<file path="src/inc/mtx_pkg.sv">
// Constants and types for the transmit pin and strap block
package mtx_pkg;
  localparam logic [4:0] REG_BASIC_CTRL  = 5'h00;
  localparam logic [4:0] REG_CTRL2       = 5'h16;
  localparam logic [4:0] REG_STRAP_STAT  = 5'h1B;
  localparam logic [4:0] REG_PHY_CTRL2   = 5'h1F;
  localparam int         BIT_ANEG_EN     = 12;
  localparam int         BIT_TXC_FIX     = 15;
  localparam int         LAMP_MODE_LSB   = 4;
  localparam int         BIT_OVERFLOW    = 4;
  localparam int         BIT_IRQ_EN      = 8;
  localparam logic [15:0] BASIC_CTRL_RST = 16'h1000;
  localparam logic [15:0] CTRL2_RST      = 16'h0000;
  localparam logic [15:0] PHY_CTRL2_RST  = 16'h0000;
  localparam int         CLK_PERIOD_NS   = 25;
  localparam int         TXC_PERIOD_NS   = 200;
  localparam int         TXC_DIV         = TXC_PERIOD_NS / CLK_PERIOD_NS;
  localparam logic [2:0] TXC_HALF        = 3'(TXC_DIV / 2);
  localparam logic [2:0] TXC_LAST        = 3'(TXC_DIV - 1);
  // Two cycles of synchroniser delay plus margin after the rising edge
  localparam logic [2:0] TXC_SAMPLE      = 3'h6;
  localparam int         BLINK_NS        = 50_000_000;
  localparam int         BLINK_CYCLES    = BLINK_NS / CLK_PERIOD_NS;
  typedef enum logic [1:0] {
    LM_LINK_ACT = 2'b00,
    LM_LINK     = 2'b01,
    LM_RSVD_A   = 2'b10,
    LM_RSVD_B   = 2'b11
  } mtx_lamp_mode_t;
endpackage

</file>
<file path="src/hdl/mtx_sync.sv">
// Two-flop synchroniser for pin levels
module mtx_sync #(
  parameter int W = 1
) (
  input  wire logic         clk_in,
  input  wire logic [W-1:0] d_in,
  output logic      [W-1:0] q_out
);
  logic [W-1:0] meta_reg;
  logic [W-1:0] sync_reg;

  // No reset so strap levels are valid at the release edge
  always_ff @(posedge clk_in) begin
    meta_reg <= d_in;
    sync_reg <= meta_reg;
  end

  assign q_out = sync_reg;
endmodule

</file>
<file path="src/hdl/mtx_buf2.sv">
// Two-entry valid/ready buffer
module mtx_buf2 #(
  parameter int W = 4
) (
  input  wire logic         clk_in,
  input  wire logic         srst_in,
  input  wire logic         s_valid_in,
  output logic              s_ready_out,
  input  wire logic [W-1:0] s_data_in,
  output logic              m_valid_out,
  input  wire logic         m_ready_in,
  output logic      [W-1:0] m_data_out
);
  logic [W-1:0] head_reg;
  logic [W-1:0] tail_reg;
  logic [1:0]   count_reg;
  logic [1:0]   count_next;
  wire          push = s_valid_in && s_ready_out;
  wire          pop  = m_valid_out && m_ready_in;

  assign s_ready_out = (count_reg != 2'h2);
  assign m_valid_out = (count_reg != 2'h0);
  assign m_data_out  = head_reg;
  assign count_next  = count_reg + {1'b0, push} - {1'b0, pop};

  always_ff @(posedge clk_in) begin
    if (srst_in) begin
      count_reg <= 2'h0;
      head_reg  <= '0;
      tail_reg  <= '0;
    end else begin
      count_reg <= count_next;
      if (pop) begin
        head_reg <= (count_reg == 2'h2) ? tail_reg : s_data_in;
      end else if (push && count_reg == 2'h0) begin
        head_reg <= s_data_in;
      end
      if (push && (count_reg - {1'b0, pop}) == 2'h1) begin
        tail_reg <= s_data_in;
      end
    end
  end
endmodule

</file>
<file path="src/hdl/mtx_top.sv">
// Transmit pins, straps, interrupt pin and link lamp of the transceiver
//
// Strobed register access and the address map are this design's own decisions.
module mtx_top
  import mtx_pkg::*;
#(
  parameter int BLINK_CYC = BLINK_CYCLES
) (
  input  wire logic       CLK_IN,
  input  wire logic       SRST_IN,
  input  wire logic [4:0] REG_ADDR_IN,
  input  wire logic [15:0] REG_WDATA_IN,
  input  wire logic       REG_WR_IN,
  input  wire logic       REG_RD_IN,
  output logic      [15:0] REG_RDATA_OUT,
  input  wire logic       TXC_IN,
  output logic            TXC_OUT,
  output logic            TXC_OE_OUT,
  input  wire logic       TXEN_IN,
  input  wire logic [3:0] TXD_IN,
  input  wire logic       COL_IN,
  output logic            COL_OUT,
  output logic            COL_OE_OUT,
  input  wire logic       CRS_IN,
  output logic            CRS_OUT,
  output logic            CRS_OE_OUT,
  input  wire logic       IRQ_OUT_PIN_IN,
  output logic            IRQ_OUT_PIN_OUT,
  output logic            IRQ_OUT_PIN_OE_OUT,
  input  wire logic       LINK_ACTIVITY_LAMP_IN,
  output logic            LINK_ACTIVITY_LAMP_OUT,
  output logic            LINK_ACTIVITY_LAMP_OE_OUT,
  input  wire logic       LINK_UP_IN,
  input  wire logic       RX_ACTIVE_IN,
  input  wire logic       CARRIER_IN,
  input  wire logic       IRQ_EVENT_IN,
  output logic      [3:0] TX_NIBBLE_OUT,
  output logic            TX_VALID_OUT,
  input  wire logic       TX_READY_IN,
  output logic            AUTONEG_EN_OUT,
  output logic      [1:0] MODE_STRAP_OUT,
  output logic            TEST_MODE_OUT
);
  logic [2:0]  txc_cnt_reg;
  logic        txc_reg;
  logic        rst_d_reg;
  logic        run_reg;
  logic [15:0] basic_ctrl_reg;
  logic [15:0] ctrl2_reg;
  logic [15:0] phy_ctrl2_reg;
  logic        irq_en_reg;
  logic        overflow_reg;
  logic [1:0]  mode_strap_reg;
  logic        test_mode_n_reg;
  logic        txc_strap_reg;
  logic [15:0] rdata_reg;
  logic        col_reg;
  logic        crs_reg;
  logic        lamp_reg;
  logic        blink_reg;
  logic [31:0] blink_cnt_reg;
  logic [8:0]  pins_s;
  wire         txc_pin_s;

  mtx_sync #(.W(9)) u_sync (
    .clk_in (CLK_IN),
    .d_in   ({TXEN_IN, TXD_IN, COL_IN, CRS_IN, IRQ_OUT_PIN_IN, LINK_ACTIVITY_LAMP_IN}),
    .q_out  (pins_s)
  );
  mtx_sync #(.W(1)) u_sync_txc (
    .clk_in (CLK_IN),
    .d_in   (TXC_IN),
    .q_out  (txc_pin_s)
  );

  wire        txen_s      = pins_s[8];
  wire [3:0]  txd_s       = pins_s[7:4];
  wire        col_s       = pins_s[3];
  wire        crs_s       = pins_s[2];
  wire        irq_s       = pins_s[1];
  wire        lamp_s      = pins_s[0];
  wire        release_ev  = rst_d_reg && !SRST_IN;
  wire        sample_ev   = run_reg && (txc_cnt_reg == TXC_SAMPLE);
  wire        push        = sample_ev && txen_s;
  wire        buf_ready;
  wire        txc_allowed = !txc_strap_reg || ctrl2_reg[BIT_TXC_FIX];
  wire        activity    = txen_s || RX_ACTIVE_IN;
  wire        blink_wrap  = (blink_cnt_reg == 32'(BLINK_CYC - 1));
  wire        wr_stat     = REG_WR_IN && REG_ADDR_IN == REG_STRAP_STAT;
  wire        ovf_clear   = wr_stat && REG_WDATA_IN[BIT_OVERFLOW];
  wire        ovf_set     = push && !buf_ready;
  mtx_lamp_mode_t lamp_mode;
  assign lamp_mode = mtx_lamp_mode_t'(phy_ctrl2_reg[LAMP_MODE_LSB +: 2]);
  wire [15:0] stat_word   = {7'h00, irq_en_reg, 3'h0, overflow_reg, txc_strap_reg,
                             test_mode_n_reg, mode_strap_reg};
  wire [15:0] rd_mux      = (REG_ADDR_IN == REG_BASIC_CTRL) ? basic_ctrl_reg :
                            (REG_ADDR_IN == REG_CTRL2)      ? ctrl2_reg :
                            (REG_ADDR_IN == REG_PHY_CTRL2)  ? phy_ctrl2_reg :
                            (REG_ADDR_IN == REG_STRAP_STAT) ? stat_word : 16'h0000;

  // Only sampled nibbles with enable high enter the buffer
  mtx_buf2 #(.W(4)) u_buf (
    .clk_in      (CLK_IN),
    .srst_in     (SRST_IN),
    .s_valid_in  (push),
    .s_ready_out (buf_ready),
    .s_data_in   (txd_s),
    .m_valid_out (TX_VALID_OUT),
    .m_ready_in  (TX_READY_IN),
    .m_data_out  (TX_NIBBLE_OUT)
  );

  // Clock divider: the block makes the transmit clock itself
  always_ff @(posedge CLK_IN) begin
    if (SRST_IN || !run_reg) begin
      // Parked on the last phase so the first high phase after release is full length
      txc_cnt_reg <= TXC_LAST;
      txc_reg     <= 1'b0;
    end else begin
      txc_cnt_reg <= (txc_cnt_reg == TXC_LAST) ? 3'h0 : txc_cnt_reg + 3'h1;
      txc_reg     <= (txc_cnt_reg == TXC_LAST) || (txc_cnt_reg < TXC_HALF - 3'h1);
    end
  end

  // Strap capture on the first cycle after reset is released
  always_ff @(posedge CLK_IN) begin
    rst_d_reg <= SRST_IN;
    if (SRST_IN) begin
      run_reg         <= 1'b0;
      mode_strap_reg  <= 2'h0;
      test_mode_n_reg <= 1'b1;
      txc_strap_reg   <= 1'b0;
    end else if (release_ev) begin
      run_reg         <= 1'b1;
      mode_strap_reg  <= {crs_s, col_s};
      test_mode_n_reg <= irq_s;
      txc_strap_reg   <= txc_pin_s;
    end
  end

  always_ff @(posedge CLK_IN) begin
    if (SRST_IN) begin
      basic_ctrl_reg <= BASIC_CTRL_RST;
      ctrl2_reg      <= CTRL2_RST;
      phy_ctrl2_reg  <= PHY_CTRL2_RST;
      irq_en_reg     <= 1'b0;
      overflow_reg   <= 1'b0;
      rdata_reg      <= 16'h0000;
    end else begin
      if (release_ev) begin
        basic_ctrl_reg[BIT_ANEG_EN] <= lamp_s;
      end else if (REG_WR_IN && REG_ADDR_IN == REG_BASIC_CTRL) begin
        basic_ctrl_reg <= REG_WDATA_IN;
      end
      if (REG_WR_IN && REG_ADDR_IN == REG_CTRL2) begin
        ctrl2_reg <= REG_WDATA_IN;
      end
      if (REG_WR_IN && REG_ADDR_IN == REG_PHY_CTRL2) begin
        phy_ctrl2_reg <= REG_WDATA_IN;
      end
      if (wr_stat) begin
        irq_en_reg <= REG_WDATA_IN[BIT_IRQ_EN];
      end
      // A lost nibble in the clearing cycle still sets the flag
      overflow_reg <= ovf_set || (overflow_reg && !ovf_clear);
      rdata_reg    <= REG_RD_IN ? rd_mux : 16'h0000;
    end
  end

  // Half duplex view: carrier from either direction, collision when both
  always_ff @(posedge CLK_IN) begin
    if (SRST_IN) begin
      col_reg <= 1'b0;
      crs_reg <= 1'b0;
    end else begin
      col_reg <= CARRIER_IN && txen_s;
      crs_reg <= CARRIER_IN || txen_s;
    end
  end

  // Blink phase runs only during activity so idle returns to link level
  always_ff @(posedge CLK_IN) begin
    if (SRST_IN || !activity) begin
      blink_cnt_reg <= 32'h0000_0000;
      blink_reg     <= 1'b0;
    end else begin
      blink_cnt_reg <= blink_wrap ? 32'h0000_0000 : blink_cnt_reg + 32'h0000_0001;
      blink_reg     <= blink_reg ^ blink_wrap;
    end
  end

  always_ff @(posedge CLK_IN) begin
    if (SRST_IN) begin
      lamp_reg <= 1'b1;
    end else begin
      unique case (lamp_mode)
        // Activity blinks around the link level, so the blink shows with or without link
        LM_LINK_ACT: lamp_reg <= !LINK_UP_IN ^ (activity && blink_reg);
        LM_LINK:     lamp_reg <= !LINK_UP_IN;
        LM_RSVD_A:   lamp_reg <= 1'b1;
        LM_RSVD_B:   lamp_reg <= 1'b1;
      endcase
    end
  end

  // Shared strap pins are released during reset so their pulls can be read
  assign REG_RDATA_OUT             = rdata_reg;
  assign TXC_OUT                   = txc_reg;
  assign TXC_OE_OUT                = run_reg && txc_allowed;
  assign COL_OUT                   = col_reg;
  assign COL_OE_OUT                = run_reg;
  assign CRS_OUT                   = crs_reg;
  assign CRS_OE_OUT                = run_reg;
  assign IRQ_OUT_PIN_OUT           = 1'b0;
  assign IRQ_OUT_PIN_OE_OUT        = run_reg && irq_en_reg && IRQ_EVENT_IN;
  assign LINK_ACTIVITY_LAMP_OUT    = lamp_reg;
  assign LINK_ACTIVITY_LAMP_OE_OUT = run_reg;
  assign AUTONEG_EN_OUT            = basic_ctrl_reg[BIT_ANEG_EN];
  assign MODE_STRAP_OUT            = mode_strap_reg;
  assign TEST_MODE_OUT             = !test_mode_n_reg;
endmodule

</file>
<file path="config.mk">
export PLATFORM = sky130hd
export DESIGN_NAME = mtx_top
export DESIGN_NICKNAME = d
export VERILOG_FILES = /design/src/inc/mtx_pkg.sv /design/src/hdl/mtx_sync.sv /design/src/hdl/mtx_buf2.sv /design/src/hdl/mtx_top.sv
export SDC_FILE = /design/constraint.sdc
export NUM_CORES = 1
export LEC_CHECK = 0
export CORE_ASPECT_RATIO = 0.8
export CORE_MARGIN = 1.5
export CORE_UTILIZATION = 50
export CTS_BUF_LIST = sky130_fd_sc_hd__clkbuf_2 sky130_fd_sc_hd__clkbuf_4 sky130_fd_sc_hd__clkbuf_8
export CTS_CLUSTER_DIAMETER = 50
export DETAILED_ROUTE_END_ITERATION = 6
export DONT_BUFFER_PORTS = 1
export PLACE_DENSITY = 0.72
export SLEW_MARGIN = 10
export SYNTH_ARGS = -nofsm -noshare
export SYNTH_HDL_FRONTEND = slang
export SYNTH_SLANG_ARGS = --single-unit
</file>
<file path="constraint.sdc">
create_clock -name CLK_IN -period 2.4 [get_ports CLK_IN]
set_input_delay 0.48 -clock CLK_IN [delete_from_list [all_inputs] [get_ports CLK_IN]]
set_output_delay 0.48 -clock CLK_IN [all_outputs]
set_load 0.01 [all_outputs]
</file>
==> qor.csv, run 1 <==
metric,value,unit
max reg flops,32,
count of flip-flops with a built-in enable after synthesis,0,
hold_ws,56.9,ps
Ant. Diodes,0,
chip height,96.1,um
DIE WIDTH,119,um
vias,4122,
"Distinct cells, synth",49,
post-synthesis cell area,5420,sq um
Pwr Density,877,nW/um^2
CP startpoint kind,flip-flop,
Num CTS Buffers,17,
fmax,500,MHz
CP cell instances,ha_1 > nor4b_1 > nand4_1 > nor3_2 > or3_1 > buf_4 > nor2_1,
r2r setup slk,400,ps
residual DRC count,0,
hold wc startpoint,TXD_IN[1],
clock buffer depth,2,
DRT iter0 DRCs,310,
CTS tree,built,
post-synth top area cell,dfxtp_1,
WP buf/inv,1,
Critical R2R Capture,blink_cnt_reg[8],
vias in the first global route,3934,
Num Clock Sinks,142,
clk_skew,10.9,ps
FP Rows,33,
worst path required time,2730,ps
Routed Antenna Nets,0,
area grow syn2layout,11.0,%
setup TNS,0,ps
root buffer cell,clkbuf_8,
Worst path top cell family by delay,simple AND/OR/NAND/NOR gates,
Max-Cap Viols,0,
pin count of the biggest net entering global routing,72,
Reg-to-Reg Start,blink_cnt_reg[0],
Hold EP,u_sync.meta_reg[5],
WS Path Type,reg -> reg,
final net count,645,
outcome,"complete, no violations",
final setup vio count,0,
Final Cycle Share,83.3,%
clock slew at reported path FFs,80,ps
layout cells sized above 1,10.8,%
initial antenna violation count,0,
worst skew pair latency,450,ps
DR pass1 iterations,5,
core area,10400,sq um
WP data arrival,2330,ps
dominant cell by count in the synthesized netlist,dfxtp_1,
die footprint,11500,sq um
drt wl/cell,16.1,um
Hold Path Class,in -> reg,
Ys Warns,0,
GRT Util Overall,22.2,%
placed wire-length estimate,8.29,mm
initial core utilization,52.1,%
hold path depth,0,
IO Port Bufs,0,
first-pass GRT wire length,19.5,mm
crit-path max FO,22,
H-Tree Depth,4,
"Top FF cell, synth",dfxtp_1,
"slowest stage delay, CP",450,ps
Gate Count Post-Synth,603,
"Core Util, Final",57.8,%
gp weighted congestion,0.854,
RSZ-0062 raised after global routing,no,
measured slew at the worst slew-check pin,657,ps
final wirelength,12.1,mm
Final Slew Violations,0,
Pleak,2.16,nW
Async SR Flop Fraction,0,%
share of the synthesized area in the top cell type,52.4,%
slowest library cell on the worst path,dfxtp_1,
slew margin rel.,56.1,%
Syn Area/Cell,8.99,sq um
"Seq/Total Area, Yosys",52.4,%
r2r worst-path depth,7,
ranking of synthesized cells by area,"dfxtp_1 (52%), nand2_1 (8.2%), a21oi_1 (5.8%), nor2_1 (4.6%), xor2_1 (2.9%)",
CP Capture Type,flip-flop,
number of gates resized after CTS,0,
Post-CTS Setup Repair Bufs,0,
syn_nets,650,
Tmin final,2000,ps
Ports,75,
CTS Hold Bufs,0,
vias per cell,5.49,
VDD IR max,0.586,mV
synth cell count leaders,"dfxtp_1 (142), nand2_1 (118), nor2_1 (66)",
Total Power,0.00528,W
grt ovf,0,
#FFs+latches synth,142,
"Hold Vio Cnt, Final",0,
-- kinds of logic (layout without fill, tap and decap cells) --
family,Yosys count,count (layout),share of synthesized area [%]
buffers and inverters,49,57,4.59
xor gates and xnor gates,34,34,5.49
adders and majority gates,7,7,1.62
AOI/OAI and AO/OA,88,88,9.58
muxes,14,14,2.70
and+or+nand+nor,268,268,23.5
DFF,142,142,52.4
other,1,1,0.0692
-- per-stage QoR --
step | cells | area (sq um) | setup WS (ps)
2_1_floorplan | 603 | 5420 | 632
3_3_place_gp | 719 | 5500 | 485
3_5_place_dp | 719 | 5500 | 424
4_1_cts | 751 | 6020 | 411
5_1_grt | 751 | 6020 | 231
6_report | 751 | 6020 | 402
-- power by group --
group          leakage [nW]  switching, W  internal, W
combinational         0.748      0.000210     0.000134
sequential             1.16     0.0000715      0.00243
clock                 0.260      0.000880      0.00155
total                  2.16       0.00116      0.00412
-- layout by cell type, fill, tap and decap left out, types with 6 or more instances in the layout --
master     count
buf_4         15
dfxtp_1      142
and4_1         7
a21oi_1       63
ha_1           7
inv_1         10
xnor2_1       16
mux2i_1        9
nor2_1        66
clkbuf_8      20
nand4_1        9
nand2_1      118
nor4_1         6
xor2_1        18
a222oi_1      10
a22oi_1        6
and3_1        11
nand3_1       18
bufinv_16      7
-- worst register-to-register path, cell delays in order (launching register included) --
cell and delay, ps:
dfxtp_1 450, ha_1 340, nor4b_1 260, nand4_1 150
nor3_2 170, or3_1 150, buf_4 270, nor2_1 90
-- per-layer routing --
metal | GRT usage (%) | share of wire (%)
met5 | 0 | 0
met4 | 8.93 | 1.7
met1 | 29.1 | 48
met2 | 34.1 | 43
met3 | 7.35 | 7.4
-- worst max-delay path by stage --
stage / start / slack (ps) / cells after the start / end
after CTS: blink_cnt_reg[0] / 410 / 7 / blink_cnt_reg[8]
after detailed placement: blink_cnt_reg[0] / 420 / 7 / blink_cnt_reg[8]
final: blink_cnt_reg[0] / 400 / 7 / blink_cnt_reg[8]
after floorplan: blink_cnt_reg[0] / 630 / 8 / blink_cnt_reg[26]
after global placement: blink_cnt_reg[0] / 480 / 7 / blink_cnt_reg[9]
after global routing: blink_cnt_reg[0] / 230 / 7 / blink_cnt_reg[8]
-- area by class of cell --
class / instances / area [sq um]
Sequential cell: 142 / 2840
Fill cell: 925 / 4390
Clock inverter: 10 / 231
Inverter: 10 / 37.5
Timing Repair Buffer: 15 / 113
Tap cell: 140 / 175
Multi-Input combinational cell: 412 / 2330
Clock buffer: 22 / 290
(Power assumes the default switching activity.)
==> run 2, diff against run 1 <==
- clock period: 2.4 -> 1.9 ns (I/O delays scaled with it)
==> run 2 against run 1 <==
Net effect: sequential power increased by 26%; clock-buffer cell count is the same; clock skew rose by 3.4 ps; cell area up 2.9%; utilization increased by 1.7 points; sequential share of layout area down 1.3 points; via count is 1.5% higher; register-to-register slack got worse by 250 ps; first-iteration DRC count rose by 23%; critical path depth fell by 4; final cell count increased by 2.5%; combinational power rose by 47%.
==> qor.csv, run 2 (synthesized netlist as in run 1, its figures left out) <==
metric,value,unit,change
root buffer cell,clkbuf_8,,
WP data arrival,1370,ps,-960 ps
Hold Path Class,in -> reg,,
worst skew pair latency,450,ps,about the same
final setup vio count,0,,unchanged
Max-Cap Viols,0,,unchanged
clock buffer depth,2,,unchanged
CP startpoint kind,flip-flop,,
clock slew at reported path FFs,90,ps,about the same
slowest library cell on the worst path,dfxtp_1,,
H-Tree Depth,4,,unchanged
grt ovf,0,,unchanged
GRT Util Overall,23.2,%,+1.1 points
die footprint,11500,sq um,unchanged
CP Capture Type,output pin,,
DRT iter0 DRCs,380,,+23%
Final Cycle Share,92.2,%,
chip height,96.1,um,unchanged
gp weighted congestion,0.809,,-5.3%
RSZ-0062 raised after global routing,no,,
WP buf/inv,2,,+1
crit-path max FO,7,,-68%
Ports,75,,unchanged
Num Clock Sinks,142,,unchanged
most frequent cells in the layout,"dfxtp_1 (141), nand2_1 (118), nor2_1 (66)",,
first-pass GRT wire length,20.3,mm,+4.0%
combinational share of power,7.9,%,+1.4 points
initial antenna violation count,0,,unchanged
max reg flops,32,,unchanged
area grow syn2layout,14.2,%,
pin count of the biggest net entering global routing,34,,-53%
measured slew at the worst slew-check pin,620,ps,-36.6 ps
setup TNS,0,ps,unchanged
"Hold Vio Cnt, Final",0,,unchanged
sequential power share,49.5,%,+2.1 points
Tmin final,1750,ps,
Num CTS Buffers,17,,unchanged
CTS tree,built,,
Post-CTS Setup Repair Bufs,0,,unchanged
dpl cell area,5580,sq um,+1.5%
final wirelength,12.5,mm,+3.9%
setup ws final,148,ps,-254 ps
outcome,"complete, no violations",,
slew margin rel.,58.6,%,+2.5 points
switching share of power,23.5,%,+1.5 points
fmax,571,MHz,
Worst path top cell family by delay,buffers and inverters,,
most common cell type on the critical path,buf_4,,
vias in the first global route,4060,,+3.2%
WS Path Type,reg -> out,,
core area,10400,sq um,unchanged
VDD IR max,1.02,mV,+73%
Pleak,2.23,nW,+3.3%
Placement Setup Slack,146,ps,-278 ps
clk_skew,14.3,ps,+3.41 ps
Final Cell Area,6190,sq um,+2.9%
DR pass1 iterations,4,,-1
FP Rows,33,,unchanged
hold_ws,42.3,ps,-14.6 ps
Routed Antenna Nets,0,,unchanged
drt wl/cell,16.3,um,+1.3%
DIE WIDTH,119,um,unchanged
"Core Util, Final",59.5,%,+1.7 points
worst path required time,1520,ps,-1210 ps
Final Slew Violations,0,,unchanged
vias per cell,5.43,,-1.0%
CP cell instances,buf_4 > a21boi_0 > buf_4,,
"commonest non-fill, non-tap cell in the layout",dfxtp_1,,
vias,4182,,+1.5%
Ant. Diodes,0,,unchanged
"slowest stage delay, CP",340,ps,-110 ps
Pwr Density,1030,nW/um^2,+17%
placed wire-length estimate,8.43,mm,+1.7%
layout cells sized above 1,11.9,%,+1.1 points
internal power,0.00487,W,+18%
final net count,664,,+2.9%
clock network fraction of design power,42.6,%,-3.5 points
net switching power,0.00150,W,+29%
IO Port Bufs,0,,unchanged
residual DRC count,0,,unchanged
initial core utilization,52.1,%,unchanged
-- run 2: repair_timing --
action	in CTS	in global routing
hold buffers	13	0
endpoints found under the hold margin	43	0
endpoints found under the setup margin	0	31
resized for setup	0	1
-- run 2: per-layer routing --
metal,routed length (um),share of wire (%),up-vias,GRT usage (%)
li1,-,-,2055,-
met1,5740,46,1954,30.6
met2,5410,43,155,35.1
met3,1230,9.8,18,8.06
met4,170,1.4,0,9.52
met5,0,0,-,0
-- run 2: power by group through the flow --
stage | Sequential (W) | Clock, W | Combinational [W]
after global routing | 0.00317 | 0.00290 | 0.000569
after CTS | 0.00315 | 0.00276 | 0.000508
after global placement | 0.00321 | 0 | 0.000431
after detailed placement | 0.00322 | 0 | 0.000450
final | 0.00315 | 0.00271 | 0.000504
after floorplan | 0.00320 | 0 | 0.000392
-- run 2: layout make-up --
type                    count  area (sq um)
clock buffers              22           303
clock inverters            10           158
fillers                   949          4210
inverters                  10          37.5
multi-input cells         412          2330
flip-flops and latches    142          2840
well taps                 140           175
repair buffers             34           345
-- run 2: final timing paths --
path,start,endpoint,slack [ps],cells after the start
max,COL_OE_OUT,TXC_OE_OUT,150,3
min,CARRIER_IN,CRS_OUT,40,2
max reg2reg,u_buf.count_reg[1],u_buf.tail_reg[3],150,5
min reg2reg,u_sync.meta_reg[5],u_sync.q_out[5],330,0
-- run 2: through the flow --
step | power, W | cells
6_report | 0.00637 | 770
5_1_grt | 0.00663 | 770
4_1_cts | 0.00642 | 770
3_5_place_dp | 0.00367 | 725
3_3_place_gp | 0.00364 | 725
2_1_floorplan | 0.00360 | 603
==> run 3, diff against run 2 <==
- ABC_CLOCK_PERIOD_IN_PS: unset -> 1900
- CORE_UTILIZATION: 50 -> 35
- PLACE_DENSITY: 0.72 -> 0.56
==> run 3 against run 2 <==
Net effect: global-route usage shrank 6.1 points; worst hold slack lost 7.1 ps; clock-buffer cell count is the same; largest cell class unchanged.
==> qor.csv, run 3 (synthesized netlist as in run 1, its figures left out) <==
metric,value,unit,change
vias in the first global route,4085,,+0.62%
CTS tree,built,,
"Hold Vio Cnt, Final",0,,unchanged
Final Cycle Share,92.9,%,+0.67 points
worst skew pair latency,460,ps,about the same
WS Path Type,reg -> out,,
Tmin final,1760,ps,+12.7 ps
Final Slew Violations,0,,unchanged
area grow syn2layout,13.6,%,
final wirelength,13.4,mm,+6.4%
Total Power,0.00596,W,-6.5%
placed wire-length estimate,8.82,mm,+4.6%
DIE WIDTH,142,um,+19%
Num CTS Buffers,17,,unchanged
"commonest non-fill, non-tap cell in the layout",dfxtp_1,,
clock buffer depth,2,,unchanged
CP startpoint kind,flip-flop,,
DRT iter0 DRCs,339,,-11%
Post-CTS Setup Repair Bufs,0,,unchanged
grt ovf,0,,unchanged
Routed Antenna Nets,0,,unchanged
Pleak,2.18,nW,-2.5%
FP Rows,40,,+21%
vias per cell,5.00,,-8.0%
measured slew at the worst slew-check pin,623,ps,+2.83 ps
Ant. Diodes,0,,unchanged
WP data arrival,1380,ps,about the same
Filler Cells Inserted,1510,,+59%
final net count,662,,-0.30%
slew margin rel.,58.4,%,-0.19 points
core area,15100,sq um,+45%
die footprint,16200,sq um,+42%
initial core utilization,36.0,%,-16 points
worst path required time,1520,ps,about the same
hold_ws,35.2,ps,-7.07 ps
residual DRC count,0,,unchanged
clock slew at reported path FFs,70,ps,-20 ps
VDD IR max,0.644,mV,-37%
GRT Util Overall,17.1,%,-6.1 points
crit-path max FO,7,,unchanged
gp weighted congestion,0.766,,-5.4%
Pwr Density,968,nW/um^2,-6.0%
pin count of the biggest net entering global routing,67,,+97%
Final Cell Area,6160,sq um,-0.55%
DR pass1 iterations,5,,+1
H-Tree Depth,4,,unchanged
max reg flops,32,,unchanged
chip height,114,um,+19%
IO Port Bufs,0,,unchanged
vias,4181,,-0.024%
Hold Path Class,in -> reg,,
final setup vio count,0,,unchanged
Ports,75,,unchanged
most frequent cells in the layout,"dfxtp_1 (142), nand2_1 (118), nor2_1 (66)",,
drt wl/cell,16.0,um,-2.1%
Max-Cap Viols,0,,unchanged
clk_skew,9.40,ps,-4.93 ps
initial antenna violation count,0,,unchanged
fmax,567,MHz,-0.72%
CP Capture Type,output pin,,
layout cells sized above 1,11.6,%,-0.26 points
setup TNS,0,ps,unchanged
dpl cell area,5650,sq um,+1.3%
root buffer cell,clkbuf_8,,
first-pass GRT wire length,20.9,mm,+3.1%
RSZ-0062 raised after global routing,no,,
"Core Util, Final",40.9,%,-19 points
Num Clock Sinks,142,,unchanged
outcome,"complete, no violations",,
[run 3: worst max-delay path, stage by stage, from the launching register on]
cell and delay [ps]:
dfxtp_1 350, buf_4 220, a21boi_2 210, buf_4 140
[run 3: layout make-up]
cell class                      count  area [sq um]  share of cell area, %
Multi-Input combinational cell    412          2330                   37.9
Timing Repair Buffer               32           310                   5.04
Sequential cell                   142          2840                   46.2
Clock inverter                      9          87.6                   1.42
Tap cell                          210           263                   4.27
Clock buffer                       22           284                   4.61
Inverter                           10          37.5                  0.610
[run 3: report_power, final]
part | internal, W | switching (W) | total, W | leakage, nW
sequential | 0.00307 | 0.0000817 | 0.00315 | 1.16
combinational | 0.000200 | 0.000308 | 0.000509 | 0.842
clock | 0.00114 | 0.00116 | 0.00230 | 0.182
total | 0.00441 | 0.00155 | 0.00596 | 2.18
[run 3: worst paths after layout]
check / startpoint / to / slack, ps / depth (start not counted)
setup / recovery: COL_OE_OUT / TXC_OE_OUT / 140 / 3
hold / removal: SRST_IN / LINK_ACTIVITY_LAMP_OUT / 40 / 1
setup reg to reg: blink_cnt_reg[6] / blink_cnt_reg[9] / 160 / 6
hold reg to reg: u_sync.meta_reg[7] / u_sync.q_out[7] / 330 / 0
[run 3: through the flow]
| stage | worst slack, ps | cells |
|---|---|---|
| finish | 135 | 837 |
| global route | 6.43 | 837 |
| CTS | 49.3 | 837 |
| detailed placement | 137 | 795 |
| global placement | 215 | 795 |
| floorplan | 132 | 603 |
[run 3: what timing repair did]
action,4_1_cts,5_1_grt
endpoints found under the setup margin,1,0
hold endpoints to repair,76,0
resized for setup,2,0
hold buffers,11,0
[run 3: per-layer routing]
metal	track usage [%]	routed length (um)
met2	26.8	6120
met5	0	0
met4	7.01	195
met3	5.65	844
met1	21.8	6200
